`src/hw/ahxc_defines.svh`:
```
// Register offsets, field positions and reset values of the host port block
`ifndef AHXC_DEFINES_SVH
`define AHXC_DEFINES_SVH

// Local register offsets
`define AHXC_OFF_MODE      8'h1f
`define AHXC_OFF_PIN       8'h20
`define AHXC_OFF_DASP_SEL  8'h3f
`define AHXC_OFF_AUTO      8'h5b
`define AHXC_OFF_UTIM      8'h8a

// Transfer mode control and status fields
`define AHXC_MODE_UDMA     0
`define AHXC_MODE_DIR      1
`define AHXC_MODE_PIO      2
`define AHXC_MODE_MDMA     3
`define AHXC_MODE_ADDR_LATCH_ENABLE     4
`define AHXC_STAT_RBUSY    7
`define AHXC_MODE_RST      8'h00

// Pin and busy control fields
`define AHXC_PIN_WIDE      0
`define AHXC_PIN_RDY       1
`define AHXC_PIN_COD       2
`define AHXC_PIN_BUSY_SET_CMD    3
`define AHXC_PIN_BUSY_CLEAR_CMD    4
`define AHXC_PIN_DASP      5
`define AHXC_PIN_DIAG      6
`define AHXC_PIN_RST       8'h26

// Auxiliary fields
`define AHXC_AUTO_MODE     7
`define AHXC_UTIM_LO       4
`define AHXC_UTIM_HI       5

// Host task file decode
`define AHXC_HREG_DATA     3'h0
`define AHXC_HREG_FEAT     3'h1
`define AHXC_HREG_DEVCTL   3'h6
`define AHXC_HREG_CMD      3'h7
`define AHXC_CS_CMD_BLK    2'b10
`define AHXC_CS_CTL_BLK    2'b01
`define AHXC_SRST_BIT      2
`define AHXC_CMD_DIAG      8'h90

`endif

```
`src/hw/ahxc_pkg.sv`:
```
// Types shared by the host transfer control block
package ahxc_pkg;

    // Protocol actually used on the host data path
    typedef enum logic [1:0] {
        AHXC_PROTO_SDMA = 2'b00,
        AHXC_PROTO_MDMA = 2'b01,
        AHXC_PROTO_UDMA = 2'b10,
        AHXC_PROTO_PIO  = 2'b11
    } ahxc_proto_t;

    // Host address and chip selects, travel together
    typedef struct packed {
        logic [2:0] addr;
        logic [1:0] cs_n;
    } ahxc_haddr_t;

    // Mode bits mirrored in the status register
    typedef struct packed {
        logic mdma;
        logic pio;
        logic dir;
        logic udma;
    } ahxc_mode_t;

endpackage

```
`src/hw/ahxc_host_xfer_control.sv`:
```
// Host port transfer mode, pin and busy control with local register port
//
// Implementation choice: the strobed register port.
`timescale 1ns/1ps
`default_nettype none
`include "ahxc_defines.svh"

module ahxc_host_xfer_control #(
    parameter int DATA_W = 16
) (
    // Clock, reset, enable
    input  wire logic               core_clk,
    input  wire logic               rst,
    input  wire logic               ce,
    // Local register port
    input  wire logic [7:0]         reg_addr,
    input  wire logic [7:0]         reg_wdata,
    input  wire logic               reg_wr,
    input  wire logic               reg_rd,
    output logic      [7:0]         reg_rdata,
    // Host bus inputs
    input  wire logic [2:0]         host_addr,
    input  wire logic [1:0]         host_cs_n,
    input  wire logic               host_read_strobe_n,
    input  wire logic               host_write_strobe_n,
    input  wire logic [DATA_W-1:0]  host_data_in,
    input  wire logic               host_reset,
    // Status and sequencer inputs
    input  wire logic               ram_xfer_busy,
    input  wire logic               auto_packet_active,
    input  wire logic               data_xfer_trigger,
    input  wire logic               auto_packet_start,
    input  wire logic               fifo_data_ready,
    // Data routing
    output logic                    packet_fifo_push,
    output logic                    data_port_push,
    output logic      [DATA_W-1:0]  host_word,
    // Mode outputs
    output ahxc_pkg::ahxc_proto_t   xfer_protocol,
    output ahxc_pkg::ahxc_mode_t    xfer_mode,
    output logic      [1:0]         ultra_timing_field,
    output logic                    atapi_bsy,
    // Open-drain pins, enable low while driving
    output logic                    diag_pin_o,
    output logic                    diag_pin_oe_n,
    output logic                    drive_active_pin_o,
    output logic                    drive_active_pin_oe_n,
    output logic                    iordy_o,
    output logic                    iordy_oe_n,
    output logic                    iocs16_o,
    output logic                    iocs16_oe_n
);

    if (DATA_W != 16) begin : g_bad_width
        $error("ahxc_host_xfer_control: host words are 16 bits");
    end

    // Register state
    logic [7:0]              mode_ctrl;
    logic [7:0]              pin_ctrl;
    logic [2:0]              drive_active_sel;
    logic                    auto_mode_from_feature;
    logic [1:0]              utim;
    ahxc_pkg::ahxc_haddr_t   latched_addr;

    // Strobe edges
    logic                    rd_fall;
    logic                    wr_fall;
    logic                    wr_rise;

    ahxc_edge_detect #(
        .W (1)
    ) u_rd_edge (
        .core_clk (core_clk),
        .rst      (rst),
        .ce       (ce),
        .level    (host_read_strobe_n),
        .fall     (rd_fall),
        .rise     ()
    );

    ahxc_edge_detect #(
        .W (1)
    ) u_wr_edge (
        .core_clk (core_clk),
        .rst      (rst),
        .ce       (ce),
        .level    (host_write_strobe_n),
        .fall     (wr_fall),
        .rise     (wr_rise)
    );

    // Field views
    wire addr_latch_enable        = mode_ctrl[`AHXC_MODE_ADDR_LATCH_ENABLE];
    wire bit_pio     = mode_ctrl[`AHXC_MODE_PIO];
    wire bit_mdma    = mode_ctrl[`AHXC_MODE_MDMA];
    wire bit_udma    = mode_ctrl[`AHXC_MODE_UDMA];
    wire bit_dir     = mode_ctrl[`AHXC_MODE_DIR];
    wire diag_en     = pin_ctrl[`AHXC_PIN_DIAG];
    wire dasp_en     = pin_ctrl[`AHXC_PIN_DASP];
    wire clr_cmd     = pin_ctrl[`AHXC_PIN_BUSY_CLEAR_CMD];
    wire set_cmd     = pin_ctrl[`AHXC_PIN_BUSY_SET_CMD];
    wire cod         = pin_ctrl[`AHXC_PIN_COD];
    wire rdy_en      = pin_ctrl[`AHXC_PIN_RDY];
    wire wide_en     = pin_ctrl[`AHXC_PIN_WIDE];

    // Address seen by the host decode: latched copy or live pins
    ahxc_pkg::ahxc_haddr_t live_addr;
    ahxc_pkg::ahxc_haddr_t eff_addr;
    assign live_addr.addr = host_addr;
    assign live_addr.cs_n = host_cs_n;
    assign eff_addr       = addr_latch_enable ? latched_addr : live_addr;

    wire strobe_fall   = rd_fall | wr_fall;
    wire cmd_blk       = (eff_addr.cs_n == `AHXC_CS_CMD_BLK);
    wire ctl_blk       = (eff_addr.cs_n == `AHXC_CS_CTL_BLK);
    wire sel_data      = cmd_blk && (eff_addr.addr == `AHXC_HREG_DATA);
    wire sel_feat      = cmd_blk && (eff_addr.addr == `AHXC_HREG_FEAT);
    wire sel_cmd       = cmd_blk && (eff_addr.addr == `AHXC_HREG_CMD);
    wire sel_devctl    = ctl_blk && (eff_addr.addr == `AHXC_HREG_DEVCTL);

    // Host write completes on the rising strobe edge
    wire host_data_wr  = wr_rise && sel_data;
    wire host_feat_wr  = wr_rise && sel_feat;
    wire diag_cmd      = wr_rise && sel_cmd
                         && (host_data_in[7:0] == `AHXC_CMD_DIAG);
    wire soft_reset    = wr_rise && sel_devctl
                         && host_data_in[`AHXC_SRST_BIT];
    wire pin_release   = diag_cmd || soft_reset || host_reset;

    // Local register decode
    wire wr_mode  = reg_wr && (reg_addr == `AHXC_OFF_MODE);
    wire wr_pin   = reg_wr && (reg_addr == `AHXC_OFF_PIN);
    wire wr_dsel  = reg_wr && (reg_addr == `AHXC_OFF_DASP_SEL);
    wire wr_auto  = reg_wr && (reg_addr == `AHXC_OFF_AUTO);
    wire wr_utim  = reg_wr && (reg_addr == `AHXC_OFF_UTIM);

    // Busy commands act only while no packet reception runs
    wire clr_go   = clr_cmd && !auto_packet_active;
    wire set_go   = set_cmd && !auto_packet_active;

    // Next value of the mode register; bits 7 to 5, busy status included, are never stored
    logic [7:0] next_mode_ctrl;
    always_comb begin
        next_mode_ctrl = mode_ctrl;
        if (wr_mode) begin
            next_mode_ctrl = reg_wdata & 8'h1f;
        end
        if (host_feat_wr && auto_mode_from_feature) begin
            next_mode_ctrl[`AHXC_MODE_PIO] = host_data_in[0];
        end
    end

    // Next value of the pin and busy register
    logic [7:0] next_pin_ctrl;
    always_comb begin
        next_pin_ctrl = pin_ctrl;
        if (wr_pin) begin
            next_pin_ctrl = reg_wdata & 8'h7f;
        end else begin
            // Self-clear only when the command has taken effect
            if (clr_cmd && !atapi_bsy) begin
                next_pin_ctrl[`AHXC_PIN_BUSY_CLEAR_CMD] = 1'b0;
            end
            if (set_cmd && atapi_bsy) begin
                next_pin_ctrl[`AHXC_PIN_BUSY_SET_CMD] = 1'b0;
            end
        end
        // Sequencer updates outrank a firmware write in the same cycle
        if (auto_packet_start) begin
            next_pin_ctrl[`AHXC_PIN_COD] = 1'b1;
        end
        if (data_xfer_trigger && !bit_pio) begin
            next_pin_ctrl[`AHXC_PIN_COD] = bit_dir;
        end
        // Pin releases act like a reset and so win over firmware
        if (pin_release) begin
            next_pin_ctrl[`AHXC_PIN_DIAG] = 1'b0;
            next_pin_ctrl[`AHXC_PIN_DASP] = 1'b0;
        end
    end

    always_ff @(posedge core_clk) begin
        if (rst) begin
            mode_ctrl <= `AHXC_MODE_RST;
            pin_ctrl  <= `AHXC_PIN_RST;
        end else if (ce) begin
            mode_ctrl <= next_mode_ctrl;
            pin_ctrl  <= next_pin_ctrl;
        end
    end

    // Auxiliary control registers
    always_ff @(posedge core_clk) begin
        if (rst) begin
            drive_active_sel       <= 3'h0;
            auto_mode_from_feature <= 1'b0;
            utim                   <= 2'h0;
        end else if (ce) begin
            if (wr_dsel) begin
                drive_active_sel <= reg_wdata[2:0];
            end
            if (wr_auto) begin
                auto_mode_from_feature <= reg_wdata[`AHXC_AUTO_MODE];
            end
            if (wr_utim) begin
                utim <= reg_wdata[`AHXC_UTIM_HI:`AHXC_UTIM_LO];
            end
        end
    end

    // Address latch; feature bit 0 reaches the mode register PIO bit only while auto mode is set
    always_ff @(posedge core_clk) begin
        if (rst) begin
            latched_addr <= '1;
        end else if (ce) begin
            if (addr_latch_enable && strobe_fall) begin
                latched_addr <= live_addr;
            end
        end
    end

    // BSY flag; a pending clear wins over a pending set in the same cycle
    always_ff @(posedge core_clk) begin
        if (rst) begin
            atapi_bsy <= 1'b0;
        end else if (ce) begin
            if (clr_go) begin
                atapi_bsy <= 1'b0;
            end else if (set_go) begin
                atapi_bsy <= 1'b1;
            end
        end
    end

    // Host data words, routed by the packet select
    always_ff @(posedge core_clk) begin
        if (rst) begin
            packet_fifo_push <= 1'b0;
            data_port_push   <= 1'b0;
            host_word        <= '0;
        end else if (ce) begin
            packet_fifo_push <= host_data_wr && cod;
            data_port_push   <= host_data_wr && !cod;
            if (host_data_wr) begin
                host_word <= host_data_in;
            end
        end else begin
            packet_fifo_push <= 1'b0;
            data_port_push   <= 1'b0;
        end
    end

    // Protocol select: PIO first, then Ultra DMA, then multiword DMA
    assign xfer_protocol = bit_pio  ? ahxc_pkg::AHXC_PROTO_PIO :
                           bit_udma ? ahxc_pkg::AHXC_PROTO_UDMA :
                           bit_mdma ? ahxc_pkg::AHXC_PROTO_MDMA :
                                      ahxc_pkg::AHXC_PROTO_SDMA;
    assign xfer_mode.mdma     = bit_mdma;
    assign xfer_mode.pio      = bit_pio;
    assign xfer_mode.dir      = bit_dir;
    assign xfer_mode.udma     = bit_udma;
    assign ultra_timing_field = utim;

    // Open-drain pins; each only ever pulls low
    wire dasp_on  = dasp_en || (|drive_active_sel);
    wire rd_data  = !host_read_strobe_n && sel_data;
    wire stretch  = rdy_en && rd_data && !fifo_data_ready;
    wire wide_on  = wide_en && sel_data
                    && !(host_read_strobe_n && host_write_strobe_n);

    assign diag_pin_o            = 1'b0;
    assign diag_pin_oe_n         = !diag_en;
    assign drive_active_pin_o    = 1'b0;
    assign drive_active_pin_oe_n = !dasp_on;
    assign iordy_o               = 1'b0;
    assign iordy_oe_n            = !stretch;
    assign iocs16_o              = 1'b0;
    assign iocs16_oe_n           = !wide_on;

    // Read mux; unmapped offsets return zero
    wire [7:0] stat_word = {ram_xfer_busy, 3'h0, bit_mdma, bit_pio,
                            bit_dir, bit_udma};
    logic [7:0] next_rdata;
    always_comb begin
        next_rdata = 8'h00;
        unique case (reg_addr)
            `AHXC_OFF_MODE:     next_rdata = stat_word;
            `AHXC_OFF_PIN:      next_rdata = pin_ctrl;
            `AHXC_OFF_DASP_SEL: next_rdata = {5'h00, drive_active_sel};
            `AHXC_OFF_AUTO:     next_rdata = {auto_mode_from_feature, 7'h00};
            `AHXC_OFF_UTIM:     next_rdata = {2'h0, utim, 4'h0};
            default:            next_rdata = 8'h00;
        endcase
    end

    // Read data stand for exactly the cycle after the strobe
    always_ff @(posedge core_clk) begin
        if (rst) begin
            reg_rdata <= 8'h00;
        end else if (ce && reg_rd) begin
            reg_rdata <= next_rdata;
        end else begin
            reg_rdata <= 8'h00;
        end
    end
endmodule

`default_nettype wire

```
`src/hw/ahxc_edge_detect.sv`:
```
// Edge detector for synchronous host strobes
`timescale 1ns/1ps
`default_nettype none

module ahxc_edge_detect #(
    parameter int W = 1
) (
    // Clock and reset
    input  wire logic         core_clk,
    input  wire logic         rst,
    input  wire logic         ce,
    // Level in, edges out
    input  wire logic [W-1:0] level,
    output logic      [W-1:0] fall,
    output logic      [W-1:0] rise
);

    logic [W-1:0] prev;

    // Elaboration check, a zero-wide detector serves nothing
    if (W < 1) begin : g_bad_width
        $error("ahxc_edge_detect: W must be at least 1");
    end

    // Strobes idle high, so reset to the idle level
    always_ff @(posedge core_clk) begin
        if (rst) begin
            prev <= '1;
        end else if (ce) begin
            prev <= level;
        end
    end

    assign fall = prev & ~level;
    assign rise = ~prev & level;

endmodule

`default_nettype wire

```
`config.mk`:
```
export PLATFORM = sky130hd
export DESIGN_NAME = ahxc_host_xfer_control
export DESIGN_NICKNAME = d
export VERILOG_FILES = /design/src/hw/ahxc_pkg.sv /design/src/hw/ahxc_host_xfer_control.sv /design/src/hw/ahxc_edge_detect.sv
export VERILOG_INCLUDE_DIRS = /design/src /design/src/hw
export SDC_FILE = /design/constraint.sdc
export NUM_CORES = 1
export LEC_CHECK = 0
export BUFFER_PORTS_ARGS = -buffer_cell sky130_fd_sc_hd__buf_2
export CAP_MARGIN = 10
export CORE_MARGIN = 3
export CORE_UTILIZATION = 51
export DETAILED_ROUTE_END_ITERATION = 16
export GPL_TIMING_DRIVEN = 1
export HOLD_SLACK_MARGIN = 0.1
export PLACE_DENSITY = 0.83
export SETUP_SLACK_MARGIN = 0.15
export SKIP_CTS_REPAIR_TIMING = 1
export SLEW_MARGIN = 30
export SYNTH_ARGS = -nofsm -noshare
export SYNTH_HDL_FRONTEND = slang
export SYNTH_SLANG_ARGS = --single-unit
export TNS_END_PERCENT = 50
```
`constraint.sdc`:
```
create_clock -name core_clk -period 3.4 [get_ports core_clk]
set_input_delay 0.17 -clock core_clk [delete_from_list [all_inputs] [get_ports core_clk]]
set_output_delay 0.17 -clock core_clk [all_outputs]
set_load 0.05 [all_outputs]
```
==> metrics.md <==
| Metric | Value |
|---|---|
| Most common cell after layout, fill and taps aside | buf_2 |
| Register area share after synthesis | 43.5% |
| Fin. Hold Viols | 0 |
| Hold endpoint | host_word[11] |
| Hold path depth | 3 |
| CTS tree | yes |
| Core ar. | 4440 um^2 |
| TritonRoute pass-1 iters | 4 |
| Die width | 74.5 um |
| Crit path required time | 3580 ps |
| Crit path max fanout | 18 |
| Fin. max-slew vios | 0 |
| Clk_lat worst skew | 310 ps |
| Port Buffers | 88 |
| Met2 WL post-DR | 2.56 mm |
| Tmin final | 2160 ps |
| WL final | 5.61 mm |
| Fin Clk Skew | 6.59 ps |
| Diodes inserted | 0 |
| Critical R2R Launch | mode_ctrl[4] |
| Antenna viol nets, final | 0 |
| CP arrival | 2330 ps |
| GP Congestion | 0.870 |
| Dominant synthesized flop cell | dfxtp_1 |
| R2r setup slk | 1240 ps |
| CP Class | reg -> reg |
| Ys async rst share | 0% |
| Finish-stage setup viols | 0 |
| Yosys cell types | 50 |
| Commonest cells after routing, fill and taps aside | buf_2 (88), dfxtp_1 (52), nor2_1 (38), mux2i_1 (32), nand2_1 (22) |
| LEAKAGE | 0.00126 uW |
| Synthesized flop and latch total | 52 |
| Cells on worst reg2reg path | 5 |
| Max_slew headroom | 57.4% |
| Unrepaired setup endpoints after global routing | no |
| Placed cells | 379 |
| Worst-path clk slew | 90 ps |
| Nets | 385 |
| Max clock buf depth | 2 |
| Top sig layer | met4 |
| Starting Density | 53.9% |
| Final Power | 1070 uW |
| Share of cells above drive strength 1 | 31.8% |
| H-tree Lvls | 2 |
| Mapped cell area | 2390 um^2 |
| Hold wc startpoint | host_data_in[11] |
| Hold Crit Class | in -> reg |
| VDD IR max | 225 uV |
| Vias | 2,160 |
| Wire per inst | 14.5 um |
| Design area | 2860 um^2 |
| M1 wire length | 2.53 mm |
| Worst Tran Pin Value | 640 ps |
| Pwr dens | 375 nW/um^2 |
| Layout Cells excl Fill | 388 |
| Met3 wire length | 414 um |
| P&R area growth vs syn | 19.3% |
| Vias in the first global route | 2,054 |
| Die H | 74.5 um |
| Largest net degree at the start of global routing | 36 |
| Sink Count | 52 |
| # rows | 24 |
| Status | finished, final reports clean |
| Final period util | 63.5% |
| Startpoint Class | flip-flop |
| Clock root buffer | clkbuf_8 |
| Max-Cap Viols | 0 |
| Avg Inst Size Synth | 9.25 um^2 |
| Post-synth EDFFs | 0 |
| Post-DP HPWL | 4.31 mm |
| Ports | 93 |
| CP endpoint kind | flip-flop |
| Reg-to-Reg End | host_word[2] |
| Setup total negative slack | 0 ps |
| TritonCTS buffer count | 5 |
| Global-route wire length before repair | 9.24 mm |
| Initial drt markers | 168 |
| Vias per cell | 5.57 |
| Drt drc | 0 |
| Die footprint | 5550 um^2 |
| Syn Inst Count | 259 |
| Initial antenna violation count | 0 |
| F_max | 0.463 GHz |
| Global-route usage over all layers | 21.3% |
| Placed Area | 2750 um^2 |
| GRT Residual Overflow | 0 |
| Ys Warns | 0 |
-- synth_stat cells, drive strengths merged, types with 2 or more instances --
| master | number | share of area [%] |
|---|---|---|
| nand3 | 10 | 2.1 |
| nand2b | 3 | 0.78 |
| and4 | 2 | 0.73 |
| or4b | 2 | 0.84 |
| and4b | 2 | 0.84 |
| or3b | 3 | 1.1 |
| clkbuf | 11 | 1.7 |
| o211ai | 4 | 1.3 |
| nor2b | 3 | 0.78 |
| nor2 | 38 | 6.0 |
| a22oi | 4 | 1.3 |
| nand2 | 22 | 3.4 |
| a21oi | 7 | 1.5 |
| or2 | 3 | 0.78 |
| nand4 | 4 | 1.0 |
| a21o | 2 | 0.63 |
| nand3b | 2 | 0.63 |
| nor3b | 2 | 0.84 |
| and3 | 7 | 2.1 |
| nor4 | 2 | 0.52 |
| and2 | 4 | 1.0 |
| buf | 12 | 4.9 |
| mux2i | 32 | 13 |
| o21ai | 2 | 0.42 |
| dfxtp | 52 | 43 |
| a222oi | 3 | 1.3 |
| inv | 5 | 0.78 |
| a211oi | 2 | 0.63 |
-- worst max-delay path by stage --
stage	startpoint	end	slack, ps	depth (start not counted)
after global placement	mode_ctrl[4]	host_word[0]	1350	5
after global routing	mode_ctrl[4]	host_word[2]	1110	5
after CTS	mode_ctrl[4]	host_word[2]	1250	5
after detailed placement	mode_ctrl[4]	host_word[3]	1270	5
final	mode_ctrl[4]	host_word[2]	1240	5
after floorplan	drive_active_sel[2]	drive_active_pin_oe_n	1370	1
-- power breakdown --
group | switching (uW) | leakage (uW) | internal (uW)
Clock | 198 | 0.0000510 | 163
Sequential | 3.15 | 0.000420 | 612
Combinational | 58.5 | 0.000785 | 37.3
Total | 260 | 0.00126 | 812
-- cells by family (layout without fill, tap and decap cells) --
family,after synthesis,after routing,share of synthesized area (%)
AOI/OAI and AO/OA,32,32,9.98
buffers and inverters,28,102,7.37
DFF,52,52,43.5
muxes,33,33,14.0
other,1,4,0.157
and+or+nand+nor,113,113,25.0
-- per-layer routing --
metal  track usage [%]  vias up
met5                 0        -
li1                  -     1050
met1              26.9     1005
met4              8.30        0
met3              5.27       12
met2              35.0       93
-- final cells by class --
class / count / area [um^2]
repair buffers: 89 / 450
inverters: 5 / 18.8
clock buffers: 6 / 82.6
flip-flops and latches: 52 / 1040
fillers: 405 / 1590
multi-input cells: 182 / 1190
clock inverters: 2 / 10.0
well taps: 52 / 65.1
-- flip-flops by register name, indices dropped and copies added (netlist names) --
| name | count |
|---|---|
| packet_fifo_push | 1 |
| data_port_push | 1 |
| u_rd_edge.prev | 1 |
| pin_ctrl | 7 |
| reg_rdata | 8 |
| u_wr_edge.prev | 1 |
| atapi_bsy | 1 |
| mode_ctrl | 5 |
| latched_addr | 5 |
| host_word | 16 |
| auto_mode_from_feature | 1 |
| drive_active_sel | 3 |
| ultra_timing_field | 2 |
-- per-stage QoR --
step	util [%]	setup WS (ps)	hold WS [ps]
global route	64.3	1110	103
detailed placement	62.0	1270	416
floorplan	-	1370	294
global placement	62.0	1350	401
finish	64.3	1240	92.5
CTS	64.0	1250	86.7
-- critical path, cell delays in order, from the launching register on --
cell and delay, ps:
dfxtp_1 550, or3b_1 420, a221oi_2 320, and3_4 440, mux2i_1 240, nor2_1 50
No activity file was read; power rests on OpenSTA's default activity.
